### src/pkg/ddr2_cmd_regs.svh
`ifndef DDR2_CMD_REGS_SVH
`define DDR2_CMD_REGS_SVH
// Address bit positions
`define AP_BIT        10
`define RTT_HI_BIT    6
`define RTT_LO_BIT    2
// Extended register 1 select on bank inputs
`define EMR1_BANK     3'h1
// Reset values
`define AL_RESET      3'h0
`define RTT_RESET     2'h0
// Largest supported additive latency
`define AL_MAX        3'h6
// Timing counts in clocks of 40 ns
`define CLK_PERIOD_NS 40
`define TMOD_MIN_NS   0
`define TMOD_MAX_NS   12
`define TMOD_MAX_CYC  ((`TMOD_MAX_NS) / (`CLK_PERIOD_NS) < 1 ? 1 : \
                       (`TMOD_MAX_NS) / (`CLK_PERIOD_NS))
`endif

### src/pkg/ddr2_cmd_pkg.sv
package ddr2_cmd_pkg;
   typedef enum logic [3:0] {
      CMD_NOP      = 4'h0,
      CMD_ACT      = 4'h1,
      CMD_RD       = 4'h2,
      CMD_WR       = 4'h3,
      CMD_PRE      = 4'h4,
      CMD_PREA     = 4'h5,
      CMD_REF      = 4'h6,
      CMD_SRE      = 4'h7,
      CMD_MRS      = 4'h8,
      CMD_DESEL    = 4'h9
   } cmd_t;

   typedef enum logic [1:0] {
      ST_NORMAL    = 2'h0,
      ST_SELF_REF  = 2'h1
   } pwr_t;

   typedef struct packed {
      logic [15:0] bank;
      logic [3:0]  op;
   } trace_t;
endpackage : ddr2_cmd_pkg

### src/pkg/trace_if.sv
`timescale 1ns/100ps
interface trace_if #(parameter int W = 20);
   logic         in_valid;
   logic         in_ready;
   logic [W-1:0] in_data;
   logic         out_valid;
   logic         out_ready;
   logic [W-1:0] out_data;
   modport writer (output in_valid, output in_data, input in_ready,
                   input out_valid, input out_data, output out_ready);
   modport fifo   (input in_valid, input in_data, output in_ready,
                   output out_valid, output out_data, input out_ready);
endinterface : trace_if

### src/ddr2_trace_fifo.sv
`timescale 1ns/100ps
module ddr2_trace_fifo #(
   parameter int W     = 20,
   parameter int DEPTH = 8
)(
   input  wire logic i_clk,        // System clock
   input  wire logic i_rst,        // Async reset, high
   trace_if.fifo     port          // Both handshake sides
);
   localparam int AW = $clog2(DEPTH);

   typedef struct packed {
      logic [AW:0]  wr;
      logic [AW:0]  rd;
      logic [W-1:0] dout;
      logic         dvalid;
   } fstate_t;

   logic [W-1:0] mem [DEPTH];
   fstate_t      st;
   fstate_t      next_st;
   logic         full;
   logic         empty;
   logic         push;
   logic         pop;

   assign full  = (st.wr[AW] != st.rd[AW]) && (st.wr[AW-1:0] == st.rd[AW-1:0]);
   assign empty = (st.wr == st.rd);
   assign port.in_ready  = !full;
   assign port.out_valid = st.dvalid;
   assign port.out_data  = st.dout;
   assign push = port.in_valid && !full;
   assign pop  = !empty && (!st.dvalid || port.out_ready);

   always_comb
   begin
      next_st = st;
      if (push)
         next_st.wr = st.wr + 1'b1;
      if (port.out_ready)
         next_st.dvalid = 1'b0;
      if (pop)
      begin
         next_st.rd     = st.rd + 1'b1;
         next_st.dout   = mem[st.rd[AW-1:0]];
         next_st.dvalid = 1'b1;
      end
   end

   always_ff @(posedge i_clk)
   begin
      if (push)
         mem[st.wr[AW-1:0]] <= port.in_data;
   end

   always_ff @(posedge i_clk or posedge i_rst)
   begin
      if (i_rst)
         st <= '0;
      else
         st <= next_st;
   end

   no_overflow_a: assert property (@(posedge i_clk) disable iff (i_rst)
      full |=> st.wr == $past(st.wr))
      else $error("fifo written while full");
   cov_full: cover property (@(posedge i_clk) disable iff (i_rst) full);
endmodule : ddr2_trace_fifo

### src/ddr2_cmd_logic.sv
`timescale 1ns/100ps
`include "ddr2_cmd_regs.svh"
//////////////////////////////////////////////////////////////////////////////
// Behaviour
// [RL1] Read or write accepted the cycle after activating that bank.
// [RL2] Early column commands need additive latency 0 to 6. I_AL is not checked; a value of 7 is used as given.
// [RL3] Controller precharges before reactivating; honours row cycle timings.
// [RL4] Controller issues at most four activates per rolling window.
// [RL5] Precharge-all needs one extra clock before next activate.
// [RL6] Read decode: bank, column A0-A9, A10 selects auto-precharge.
// [RL7] Write decode likewise; without auto-precharge row stays open.
// [RL8] Read auto-precharge starts AL plus BL/2 clocks after command.
// [RL9] Write auto-precharge starts after burst plus write recovery.
// [RL10] Precharge-all closes every bank at once, ignoring bank bits.
// [RL11] Controller turns termination off before self-refresh entry.
// [RL12] In self refresh inputs ignored; DLL off; internal refresh. Internal refresh is not modelled; O_INT_REFRESH stays low.
// [RL13] Controller may stop clock one cycle after self-refresh entry.
// [RL14] Exit by raising clock enable; only NOP until exit delay.
// [RL15] Controller holds clock enable high through read exit delay.
// [RL16] Controller refreshes once before re-entering self refresh.
// [RL17] Refresh decode; row address generated internally.
// [RL18] Refresh leaves all banks idle; controller waits cycle time.
// [RL19] At most eight refreshes postponed; gap under nine intervals.
// [RL20] Termination turned off before changing resistance.
// [RL21] Termination pin held low through whole update window.
// [RL22] Extended register 1 write updates termination bits A6,A2.
// [RL23] New termination applied within update window.
// [RL24] Chip select high makes the cycle a no-operation.
// [RL25] Open or idle state of eight banks is tracked.
module ddr2_cmd_logic #(
   parameter int BL    = 4,
   parameter int WR    = 3,
   parameter int BANKS = 8
)(
   input  wire logic        I_CLK_SYS,     // Device clock
   input  wire logic        I_RST,         // Async reset, high
   input  wire logic        I_CKE,         // Clock enable pin
   input  wire logic        I_CS_N,        // Chip select, low
   input  wire logic        I_RAS_N,       // Row strobe, low
   input  wire logic        I_CAS_N,       // Column strobe, low
   input  wire logic        I_WE_N,        // Write enable, low
   input  wire logic [2:0]  I_BA,          // Bank inputs
   input  wire logic [13:0] I_ADDR,        // Address inputs
   input  wire logic        I_ODT,         // Termination pin
   input  wire logic [2:0]  I_AL,          // Additive latency setting
   input  wire logic        I_TRACE_READY, // Trace sink ready
   output logic [7:0]       O_BANK_OPEN,   // Per-bank open state
   output logic [9:0]       O_COL,         // Last column address
   output logic             O_COL_ACCEPT,  // Column command taken
   output logic             O_SELF_REF,    // In self refresh
   output logic             O_DLL_EN,      // DLL enabled
   output logic             O_INT_REFRESH, // Refresh executed
   output logic [1:0]       O_RTT,         // Applied termination setting
   output logic             O_ODT_ON,      // Termination active
   output logic             O_TRACE_VALID, // Trace word valid
   output logic [19:0]      O_TRACE        // Bank state plus command
);
   //////////////////////////////////////////////////////////////////////////
   localparam int TMOD_CYC = `TMOD_MAX_CYC;

   typedef struct packed {
      logic [1:0]  cke_s;
      logic [1:0]  cs_s;
      logic [1:0]  ras_s;
      logic [1:0]  cas_s;
      logic [1:0]  we_s;
      logic [1:0]  odt_s;
      logic [5:0]  ba_s;
      logic [27:0] addr_s;
      logic [7:0]  open_b;
      logic [7:0]  ap_pend;
      logic [7:0][5:0] ap_cnt;
      logic [9:0]  col;
      logic        col_acc;
      ddr2_cmd_pkg::pwr_t pwr;
      logic        irefr;
      logic [1:0]  rtt_pend;
      logic [1:0]  rtt;
      logic [3:0]  mod_cnt;
   } state_t;

   state_t            st;
   state_t            next_st;
   ddr2_cmd_pkg::cmd_t cmd;
   logic              cke;
   logic              trace_push;

   function automatic ddr2_cmd_pkg::cmd_t decode(input logic cs_n,
      input logic ras_n, input logic cas_n, input logic we_n,
      input logic cke_now, input logic ap);
      ddr2_cmd_pkg::cmd_t c;
      c = ddr2_cmd_pkg::CMD_NOP;
      if (cs_n)
         c = ddr2_cmd_pkg::CMD_DESEL;                      // [RL24]
      else
         case ({ras_n, cas_n, we_n})
            3'h3: c = ddr2_cmd_pkg::CMD_ACT;
            3'h5: c = ddr2_cmd_pkg::CMD_RD;                 // [RL6]
            3'h4: c = ddr2_cmd_pkg::CMD_WR;                 // [RL7]
            3'h2: c = ap ? ddr2_cmd_pkg::CMD_PREA           // [RL10]
                         : ddr2_cmd_pkg::CMD_PRE;
            3'h1: c = cke_now ? ddr2_cmd_pkg::CMD_REF       // [RL17]
                              : ddr2_cmd_pkg::CMD_SRE;
            3'h0: c = ddr2_cmd_pkg::CMD_MRS;
            default: c = ddr2_cmd_pkg::CMD_NOP;
         endcase
      return c;
   endfunction : decode

   //////////////////////////////////////////////////////////////////////////
   // Pins pass two flops before use
   assign cke = st.cke_s[1];
   assign cmd = decode(st.cs_s[1], st.ras_s[1], st.cas_s[1], st.we_s[1],
                       cke, st.addr_s[14+`AP_BIT]);

   always_comb
   begin
      logic [2:0] b;
      b = st.ba_s[5:3];
      next_st = st;
      next_st.cke_s  = {st.cke_s[0], I_CKE};
      next_st.cs_s   = {st.cs_s[0], I_CS_N};
      next_st.ras_s  = {st.ras_s[0], I_RAS_N};
      next_st.cas_s  = {st.cas_s[0], I_CAS_N};
      next_st.we_s   = {st.we_s[0], I_WE_N};
      next_st.odt_s  = {st.odt_s[0], I_ODT};
      next_st.ba_s   = {st.ba_s[2:0], I_BA};
      next_st.addr_s = {st.addr_s[13:0], I_ADDR};
      next_st.col_acc = 1'b0;
      next_st.irefr   = 1'b0;
      // Auto-precharge countdowns
      for (int i = 0; i < BANKS; i++)
      begin
         if (st.ap_pend[i])
         begin
            if (st.ap_cnt[i] <= 6'h1)
            begin
               next_st.ap_pend[i] = 1'b0;                  // [RL8] [RL9]
               next_st.open_b[i]  = 1'b0;
            end
            else
               next_st.ap_cnt[i] = st.ap_cnt[i] - 6'h1;
         end
      end
      // Termination update window
      if (st.mod_cnt != 4'h0)
      begin
         next_st.mod_cnt = st.mod_cnt - 4'h1;
         if (st.mod_cnt == 4'h1)
            next_st.rtt = st.rtt_pend;                     // [RL23]
      end
      if (st.pwr == ddr2_cmd_pkg::ST_SELF_REF)
      begin
         // Only clock enable matters; no refresh is generated here
         if (cke)
            next_st.pwr = ddr2_cmd_pkg::ST_NORMAL;          // [RL12] [RL14]
      end
      else
         case (cmd)
            ddr2_cmd_pkg::CMD_ACT:
               if (!st.open_b[b])
                  next_st.open_b[b] = 1'b1;                // [RL1] [RL25]
            ddr2_cmd_pkg::CMD_RD, ddr2_cmd_pkg::CMD_WR:
               if (st.open_b[b] && !st.ap_pend[b])         // [RL25]
               begin
                  next_st.col_acc = 1'b1;                  // [RL1]
                  next_st.col = st.addr_s[23:14];          // [RL6] [RL7]
                  if (st.addr_s[14+`AP_BIT])
                  begin
                     next_st.ap_pend[b] = 1'b1;
                     if (cmd == ddr2_cmd_pkg::CMD_RD)
                        next_st.ap_cnt[b] = 6'(I_AL) + 6'(BL/2); // [RL8]
                     else
                        next_st.ap_cnt[b] = 6'(I_AL) + 6'(I_AL)
                                          + 6'(BL/2) + 6'(WR); // [RL9]
                  end
               end
            ddr2_cmd_pkg::CMD_PRE:
               next_st.open_b[b] = 1'b0;
            ddr2_cmd_pkg::CMD_PREA:
            begin
               next_st.open_b  = 8'h00;                     // [RL10]
               next_st.ap_pend = 8'h00;
            end
            ddr2_cmd_pkg::CMD_REF:
               if (st.open_b == 8'h00)
                  next_st.irefr = 1'b1;                    // [RL17] [RL18]
            ddr2_cmd_pkg::CMD_SRE:
               next_st.pwr = ddr2_cmd_pkg::ST_SELF_REF;    // [RL12]
            ddr2_cmd_pkg::CMD_MRS:
               if (b == `EMR1_BANK)
               begin
                  next_st.rtt_pend = {st.addr_s[14+`RTT_HI_BIT],
                                      st.addr_s[14+`RTT_LO_BIT]}; // [RL22]
                  next_st.mod_cnt  = 4'(TMOD_CYC);
               end
            default: ;
         endcase
   end

   always_ff @(posedge I_CLK_SYS or posedge I_RST)
   begin
      if (I_RST)
      begin
         st <= '0;
         st.cs_s  <= 2'h3;
         st.ras_s <= 2'h3;
         st.cas_s <= 2'h3;
         st.we_s  <= 2'h3;
         st.rtt   <= `RTT_RESET;
      end
      else
         st <= next_st;
   end

   //////////////////////////////////////////////////////////////////////////
   // Command trace buffer
   trace_if #(.W(20)) tr ();
   assign trace_push  = (cmd != ddr2_cmd_pkg::CMD_NOP)
                     && (cmd != ddr2_cmd_pkg::CMD_DESEL)
                     && (st.pwr == ddr2_cmd_pkg::ST_NORMAL);
   assign tr.in_valid  = trace_push;
   assign tr.in_data   = {8'h00, st.open_b, cmd};
   assign tr.out_ready = I_TRACE_READY;

   ddr2_trace_fifo #(.W(20), .DEPTH(8)) u_fifo (
      .i_clk (I_CLK_SYS),
      .i_rst (I_RST),
      .port  (tr.fifo)
   );

   assign O_BANK_OPEN   = st.open_b;
   assign O_COL         = st.col;
   assign O_COL_ACCEPT  = st.col_acc;
   assign O_SELF_REF    = (st.pwr == ddr2_cmd_pkg::ST_SELF_REF);
   assign O_DLL_EN      = (st.pwr != ddr2_cmd_pkg::ST_SELF_REF);   // [RL12]
   assign O_INT_REFRESH = st.irefr;
   assign O_RTT         = st.rtt;
   assign O_ODT_ON      = st.odt_s[1] && (st.mod_cnt == 4'h0)      // [RL21]
                       && (st.pwr == ddr2_cmd_pkg::ST_NORMAL);     // [RL11]
   assign O_TRACE_VALID = tr.out_valid;
   assign O_TRACE       = tr.out_data;

   //////////////////////////////////////////////////////////////////////////
   act_opens_a: assert property ( // [RL1]
      @(posedge I_CLK_SYS) disable iff (I_RST)
      (cmd == ddr2_cmd_pkg::CMD_ACT && st.pwr == ddr2_cmd_pkg::ST_NORMAL)
      |=> O_BANK_OPEN[$past(st.ba_s[5:3])])
      else $error("activate did not open bank");
   prea_closes_a: assert property ( // [RL10]
      @(posedge I_CLK_SYS) disable iff (I_RST)
      (cmd == ddr2_cmd_pkg::CMD_PREA && st.pwr == ddr2_cmd_pkg::ST_NORMAL)
      |=> O_BANK_OPEN == 8'h00)
      else $error("precharge all left bank open");
   desel_idle_a: assert property ( // [RL24]
      @(posedge I_CLK_SYS) disable iff (I_RST)
      (st.cs_s[1] && st.pwr == ddr2_cmd_pkg::ST_NORMAL && st.ap_pend == 8'h00)
      |=> $stable(O_BANK_OPEN) && !O_COL_ACCEPT)
      else $error("deselect changed state");
   sref_dll_a: assert property ( // [RL12]
      @(posedge I_CLK_SYS) disable iff (I_RST)
      O_SELF_REF |-> !O_DLL_EN && !O_ODT_ON)
      else $error("dll or odt on in self refresh");
   rd_ap_time_a: assert property ( // [RL8]
      @(posedge I_CLK_SYS) disable iff (I_RST)
      (cmd == ddr2_cmd_pkg::CMD_RD && O_COL_ACCEPT == 1'b0 && I_AL == 3'h0
       && st.addr_s[14+`AP_BIT] && st.open_b[st.ba_s[5:3]]
       && !st.ap_pend[st.ba_s[5:3]] && st.pwr == ddr2_cmd_pkg::ST_NORMAL)
      |=> ##2 !O_BANK_OPEN[$past(st.ba_s[5:3], 3)])
      else $error("read auto-precharge late");
   rtt_window_a: assert property ( // [RL21]
      @(posedge I_CLK_SYS) disable iff (I_RST)
      (st.mod_cnt != 4'h0) |-> !O_ODT_ON)
      else $error("odt on during update window");
   closed_col_a: assert property ( // [RL25]
      @(posedge I_CLK_SYS) disable iff (I_RST)
      (cmd == ddr2_cmd_pkg::CMD_RD || cmd == ddr2_cmd_pkg::CMD_WR)
      && !st.open_b[st.ba_s[5:3]] |=> !O_COL_ACCEPT)
      else $error("column command taken on closed bank");
   sref_frozen_a: assert property ( // [RL12]
      @(posedge I_CLK_SYS) disable iff (I_RST)
      (st.pwr == ddr2_cmd_pkg::ST_SELF_REF && st.ap_pend == 8'h00)
      |=> $stable(O_BANK_OPEN) && !O_COL_ACCEPT)
      else $error("command acted on in self refresh");
   ref_idle_a: assert property ( // [RL18]
      @(posedge I_CLK_SYS) disable iff (I_RST)
      O_INT_REFRESH |-> O_BANK_OPEN == 8'h00)
      else $error("bank open after refresh");
   rtt_update_a: assert property ( // [RL23]
      @(posedge I_CLK_SYS) disable iff (I_RST)
      (cmd == ddr2_cmd_pkg::CMD_MRS && st.ba_s[5:3] == `EMR1_BANK
       && st.pwr == ddr2_cmd_pkg::ST_NORMAL)
      |=> ##1 O_RTT == $past({st.addr_s[14+`RTT_HI_BIT],
                              st.addr_s[14+`RTT_LO_BIT]}, 2))
      else $error("termination setting not applied");
   wr_row_open_a: assert property ( // [RL7]
      @(posedge I_CLK_SYS) disable iff (I_RST)
      (cmd == ddr2_cmd_pkg::CMD_WR && !st.addr_s[14+`AP_BIT]
       && st.open_b[st.ba_s[5:3]] && !st.ap_pend[st.ba_s[5:3]]
       && st.pwr == ddr2_cmd_pkg::ST_NORMAL)
      |=> O_BANK_OPEN[$past(st.ba_s[5:3])])
      else $error("write closed its row");
   cov_act_rd: cover property (@(posedge I_CLK_SYS) disable iff (I_RST)
      cmd == ddr2_cmd_pkg::CMD_ACT ##1 O_COL_ACCEPT);
   cov_sref: cover property (@(posedge I_CLK_SYS) disable iff (I_RST)
      O_SELF_REF ##1 !O_SELF_REF);
   cov_mrs: cover property (@(posedge I_CLK_SYS) disable iff (I_RST)
      $changed(O_RTT));
endmodule : ddr2_cmd_logic

### config.mk
export PLATFORM = sky130hd
export DESIGN_NAME = ddr2_cmd_logic
export DESIGN_NICKNAME = d
export VERILOG_FILES = /design/src/pkg/ddr2_cmd_pkg.sv /design/src/pkg/trace_if.sv /design/src/ddr2_trace_fifo.sv /design/src/ddr2_cmd_logic.sv
export VERILOG_INCLUDE_DIRS = /design/src /design/src/pkg
export SDC_FILE = /design/constraint.sdc
export NUM_CORES = 1
export LEC_CHECK = 0
export ABC_AREA = 0
export BUFFER_PORTS_ARGS = -buffer_cell sky130_fd_sc_hd__clkbuf_2
export CAP_MARGIN = 20
export CELL_PAD_IN_SITES_DETAIL_PLACEMENT = 1
export CELL_PAD_IN_SITES_GLOBAL_PLACEMENT = 2
export CORE_AREA = 2 2 162 164
export CTS_CLUSTER_SIZE = 12
export DETAILED_ROUTE_END_ITERATION = 6
export DIE_AREA = 0 0 164 166
export GPL_ROUTABILITY_DRIVEN = 1
export PLACE_DENSITY_LB_ADDON = 0.1
export SYNTH_ARGS = -nofsm -noshare
export SYNTH_HDL_FRONTEND = slang
export SYNTH_SLANG_ARGS = --single-unit
### constraint.sdc
create_clock -name I_CLK_SYS -period 5.3 [get_ports I_CLK_SYS]
set_input_delay 1.06 -clock I_CLK_SYS [delete_from_list [all_inputs] [get_ports I_CLK_SYS]]
set_output_delay 1.06 -clock I_CLK_SYS [all_outputs]
set_load 0.03 [all_outputs]
==> results.json <==
{
  "cp_cell_sequence": "inv_1 -> ha_1 -> nand2_1 -> nor3b_1 -> clkbuf_2",
  "synth-async-reset-ratio_pct": 60.3,
  "fill_cells": 2619,
  "antenna_cells": 0,
  "critPathMaxFanout": 5,
  "die-area_sq_um": 27200,
  "cts_resized": 0,
  "antenna_left": 0,
  "layout_commonest_cell": "dfrtp_1",
  "grt_max_degree": 64,
  "worst-path-stages": 5,
  "leakage_nw": 4.85,
  "rsz0062_at_grt": "false",
  "power_density_nw_per_um2": 500,
  "wire_per_inst_um": 19.3,
  "slowest_delay_ps": 420,
  "crit_path_start_kind": "register",
  "die_h_um": 166,
  "r2r_cells": 4,
  "grt_pass1_wl_um": 37900,
  "drt_first_iter_violations": 307,
  "ys_warn_count": 0,
  "grt_overflow": 0,
  "arrival_ps": 1830,
  "synth_cell_types": 66,
  "htreeDepth": 1,
  "synthFlopType": "dfrtp_1",
  "synth_top_area_cell": "dfrtp_1",
  "nNetsFinal": 903,
  "instances_no_fill": 1210,
  "critPathTopFamily": "flip-flops",
  "drc": 0,
  "pin_count": 75,
  "vias": 6340,
  "peakVddDrop_uv": 359,
  "crit_end": "O_ODT_ON",
  "ctsHoldBuffers": 0,
  "core_sq_um": 25600,
  "syn_area_per_cell_sq_um": 13.4,
  "via_per_inst": 5.24,
  "crit_buf_inv": 2,
  "skew_ps": 9.36,
  "port_buffers": 63,
  "grt_pass1_vias": 6938,
  "antenna_found_initial": 0,
  "startpoint": "st[0]",
  "fin_crit_sh_pct": 54.6,
  "hold_path_class": "register to register",
  "grt.total_usage_pct": 17.7,
  "die_x_um": 164,
  "syn_area_sq_um": 10800,
  "slew_headroom_pct": 27.1,
  "cts_setup_buffers": 0,
  "initial_utilization_pct": 42.2,
  "clock-sinks": 242,
  "r2r_setup_slack_ps": 2540,
  "tightest_slew_ps": 1090,
  "finalHoldWorstSlack_ps": 347,
  "synthCells": 806,
  "dp_hpwl_um": 15900,
  "clock_latency_ps": 530,
  "root_buffer": "clkbuf_16",
  "synth_seq_area_share_pct": 60.6,
  "cts_buffer_depth": 3,
  "crit_slowest_cell": "dfrtp_1",
  "drt_pre_antenna_iters": 4,
  "r2r_end": "st[74]",
  "status": "completed",
  "synthTopCellsByArea": "dfrtp_1 (32%), edfxtp_1 (27%), mux4_2 (5.0%), mux2i_1 (4.5%), buf_4 (2.8%)",
  "final_layout_size_suffix_gt1_share_pct": 22.5,
  "synth-seq-cells": 242,
  "required_ps": 4240,
  "synth_top_area_share_pct": 31.9,
  "cap_violations": 0,
  "finalSetupTns_ps": 0,
  "clkTransAtPathRegs_ps": 60,
  "timing.final.max_slew_violations": 0,
  "post-route-min-period_ps": 2890,
  "area_growth_syn_to_layout_pct": 12.8,
  "finalHoldViolations": 0,
  "rows": 59,
  "cts_made_buffers": 28,
  "fmax_mhz": 345,
  "cts_tree": "yes",
  "endpoint_kind": "primary output",
  "critical_path_class": "register to primary output",
  "layout_common_cells": "dfrtp_1 (138), edfxtp_1 (96), clkbuf_2 (63)",
  "gp_congestion": 0.816,
  "setup_viol": 0,
  "synth_edf_count": 96,
  "reg2reg_from": "st[125]",
  "place_inst": 1157,
  "wl_um": 23300
}
==> cell usage after synthesis, types with 10 or more instances <==
master	number
dfrtp_1	138
edfxtp_1	96
nor2_1	55
nand2_1	51
mux2i_1	49
buf_4	41
o21ai_0	40
inv_1	28
mux4_2	24
xnor2_1	24
nor3_1	22
ha_1	21
mux2_2	19
clkbuf_1	17
nand3_1	15
a21oi_1	13
nor2b_1	11
xor2_1	11
mux2_4	10
==> routing by layer <==
layer / up-vias / global-route usage [%] / wire (um)
li1: 2974 / - / -
met3: 28 / 2.45 / 711
met5: - / 0 / 0
met2: 75 / 31.6 / 12200
met4: 0 / 3.74 / 328
met1: 3263 / 22.8 / 10100
==> registers in the layout (all words and copies together) (netlist names), 2 cells and up <==
name and count:
u_fifo.mem 96, u_fifo.port.out_data 12, O_COL 10, st 82
next_st 20, O_BANK_OPEN 8, O_RTT 2, u_fifo.st 8
==> worst register-to-register path, cell delays in order, from the launching register on <==
cell,delay [ps]
dfstp_2,640
nand2_1,100
nor3_1,670
nor2b_1,940
o21ai_0,240
==> kinds of logic after synthesis <==
logic type	share of synthesized area [%]
multiplexers	13.0
buffers and inverters	5.02
AND/OR/NAND/NOR	10.1
AO/OA/AOI/OAI	6.01
flip-flops	60.6
adder cells (fa/ha/maj)	2.43
XOR/XNOR	2.84
other	0.0347
==> stage by stage <==
step | worst slack (ps) | power (mW) | cell area [sq um] | utilization [%]
2_1_floorplan | 330 | 3.90 | 10800 | -
3_3_place_gp | 2210 | 4.12 | 11200 | 43.8
3_5_place_dp | 2550 | 4.25 | 11300 | 43.9
4_1_cts | 2360 | 6.19 | 12200 | 47.5
5_1_grt | 2270 | 6.48 | 12200 | 47.6
6_report | 2410 | 6.09 | 12200 | 47.6
==> layout make-up <==
type / instances / area, sq um / share of cell area, %
Tap cell: 335 / 419 / 3.44
Sequential cell: 242 / 6550 / 53.7
Multi-Input combinational cell: 474 / 3750 / 30.8
Inverter: 28 / 110 / 0.903
Timing Repair Buffer: 79 / 443 / 3.63
Clock inverter: 14 / 150 / 1.23
Clock buffer: 38 / 769 / 6.31
==> power by group <==
group | total [mW] | switching (mW) | internal (mW)
combinational | 1.57 | 0.882 | 0.691
clock | 1.90 | 0.741 | 1.16
sequential | 2.61 | 0.290 | 2.32
total | 6.09 | 1.91 | 4.18
==> how the worst min path moves through the flow <==
stage | start | end | slack, ps | cells after the start
floorplan | next_st[131] | cke | 330 | 0
global placement | next_st[121] | st[121] | 330 | 0
detailed placement | next_st[108] | st[108] | 340 | 0
CTS | next_st[103] | st[103] | 350 | 0
global route | next_st[103] | st[103] | 350 | 0
finish | next_st[103] | st[103] | 350 | 0
(Power assumes the default switching activity.)
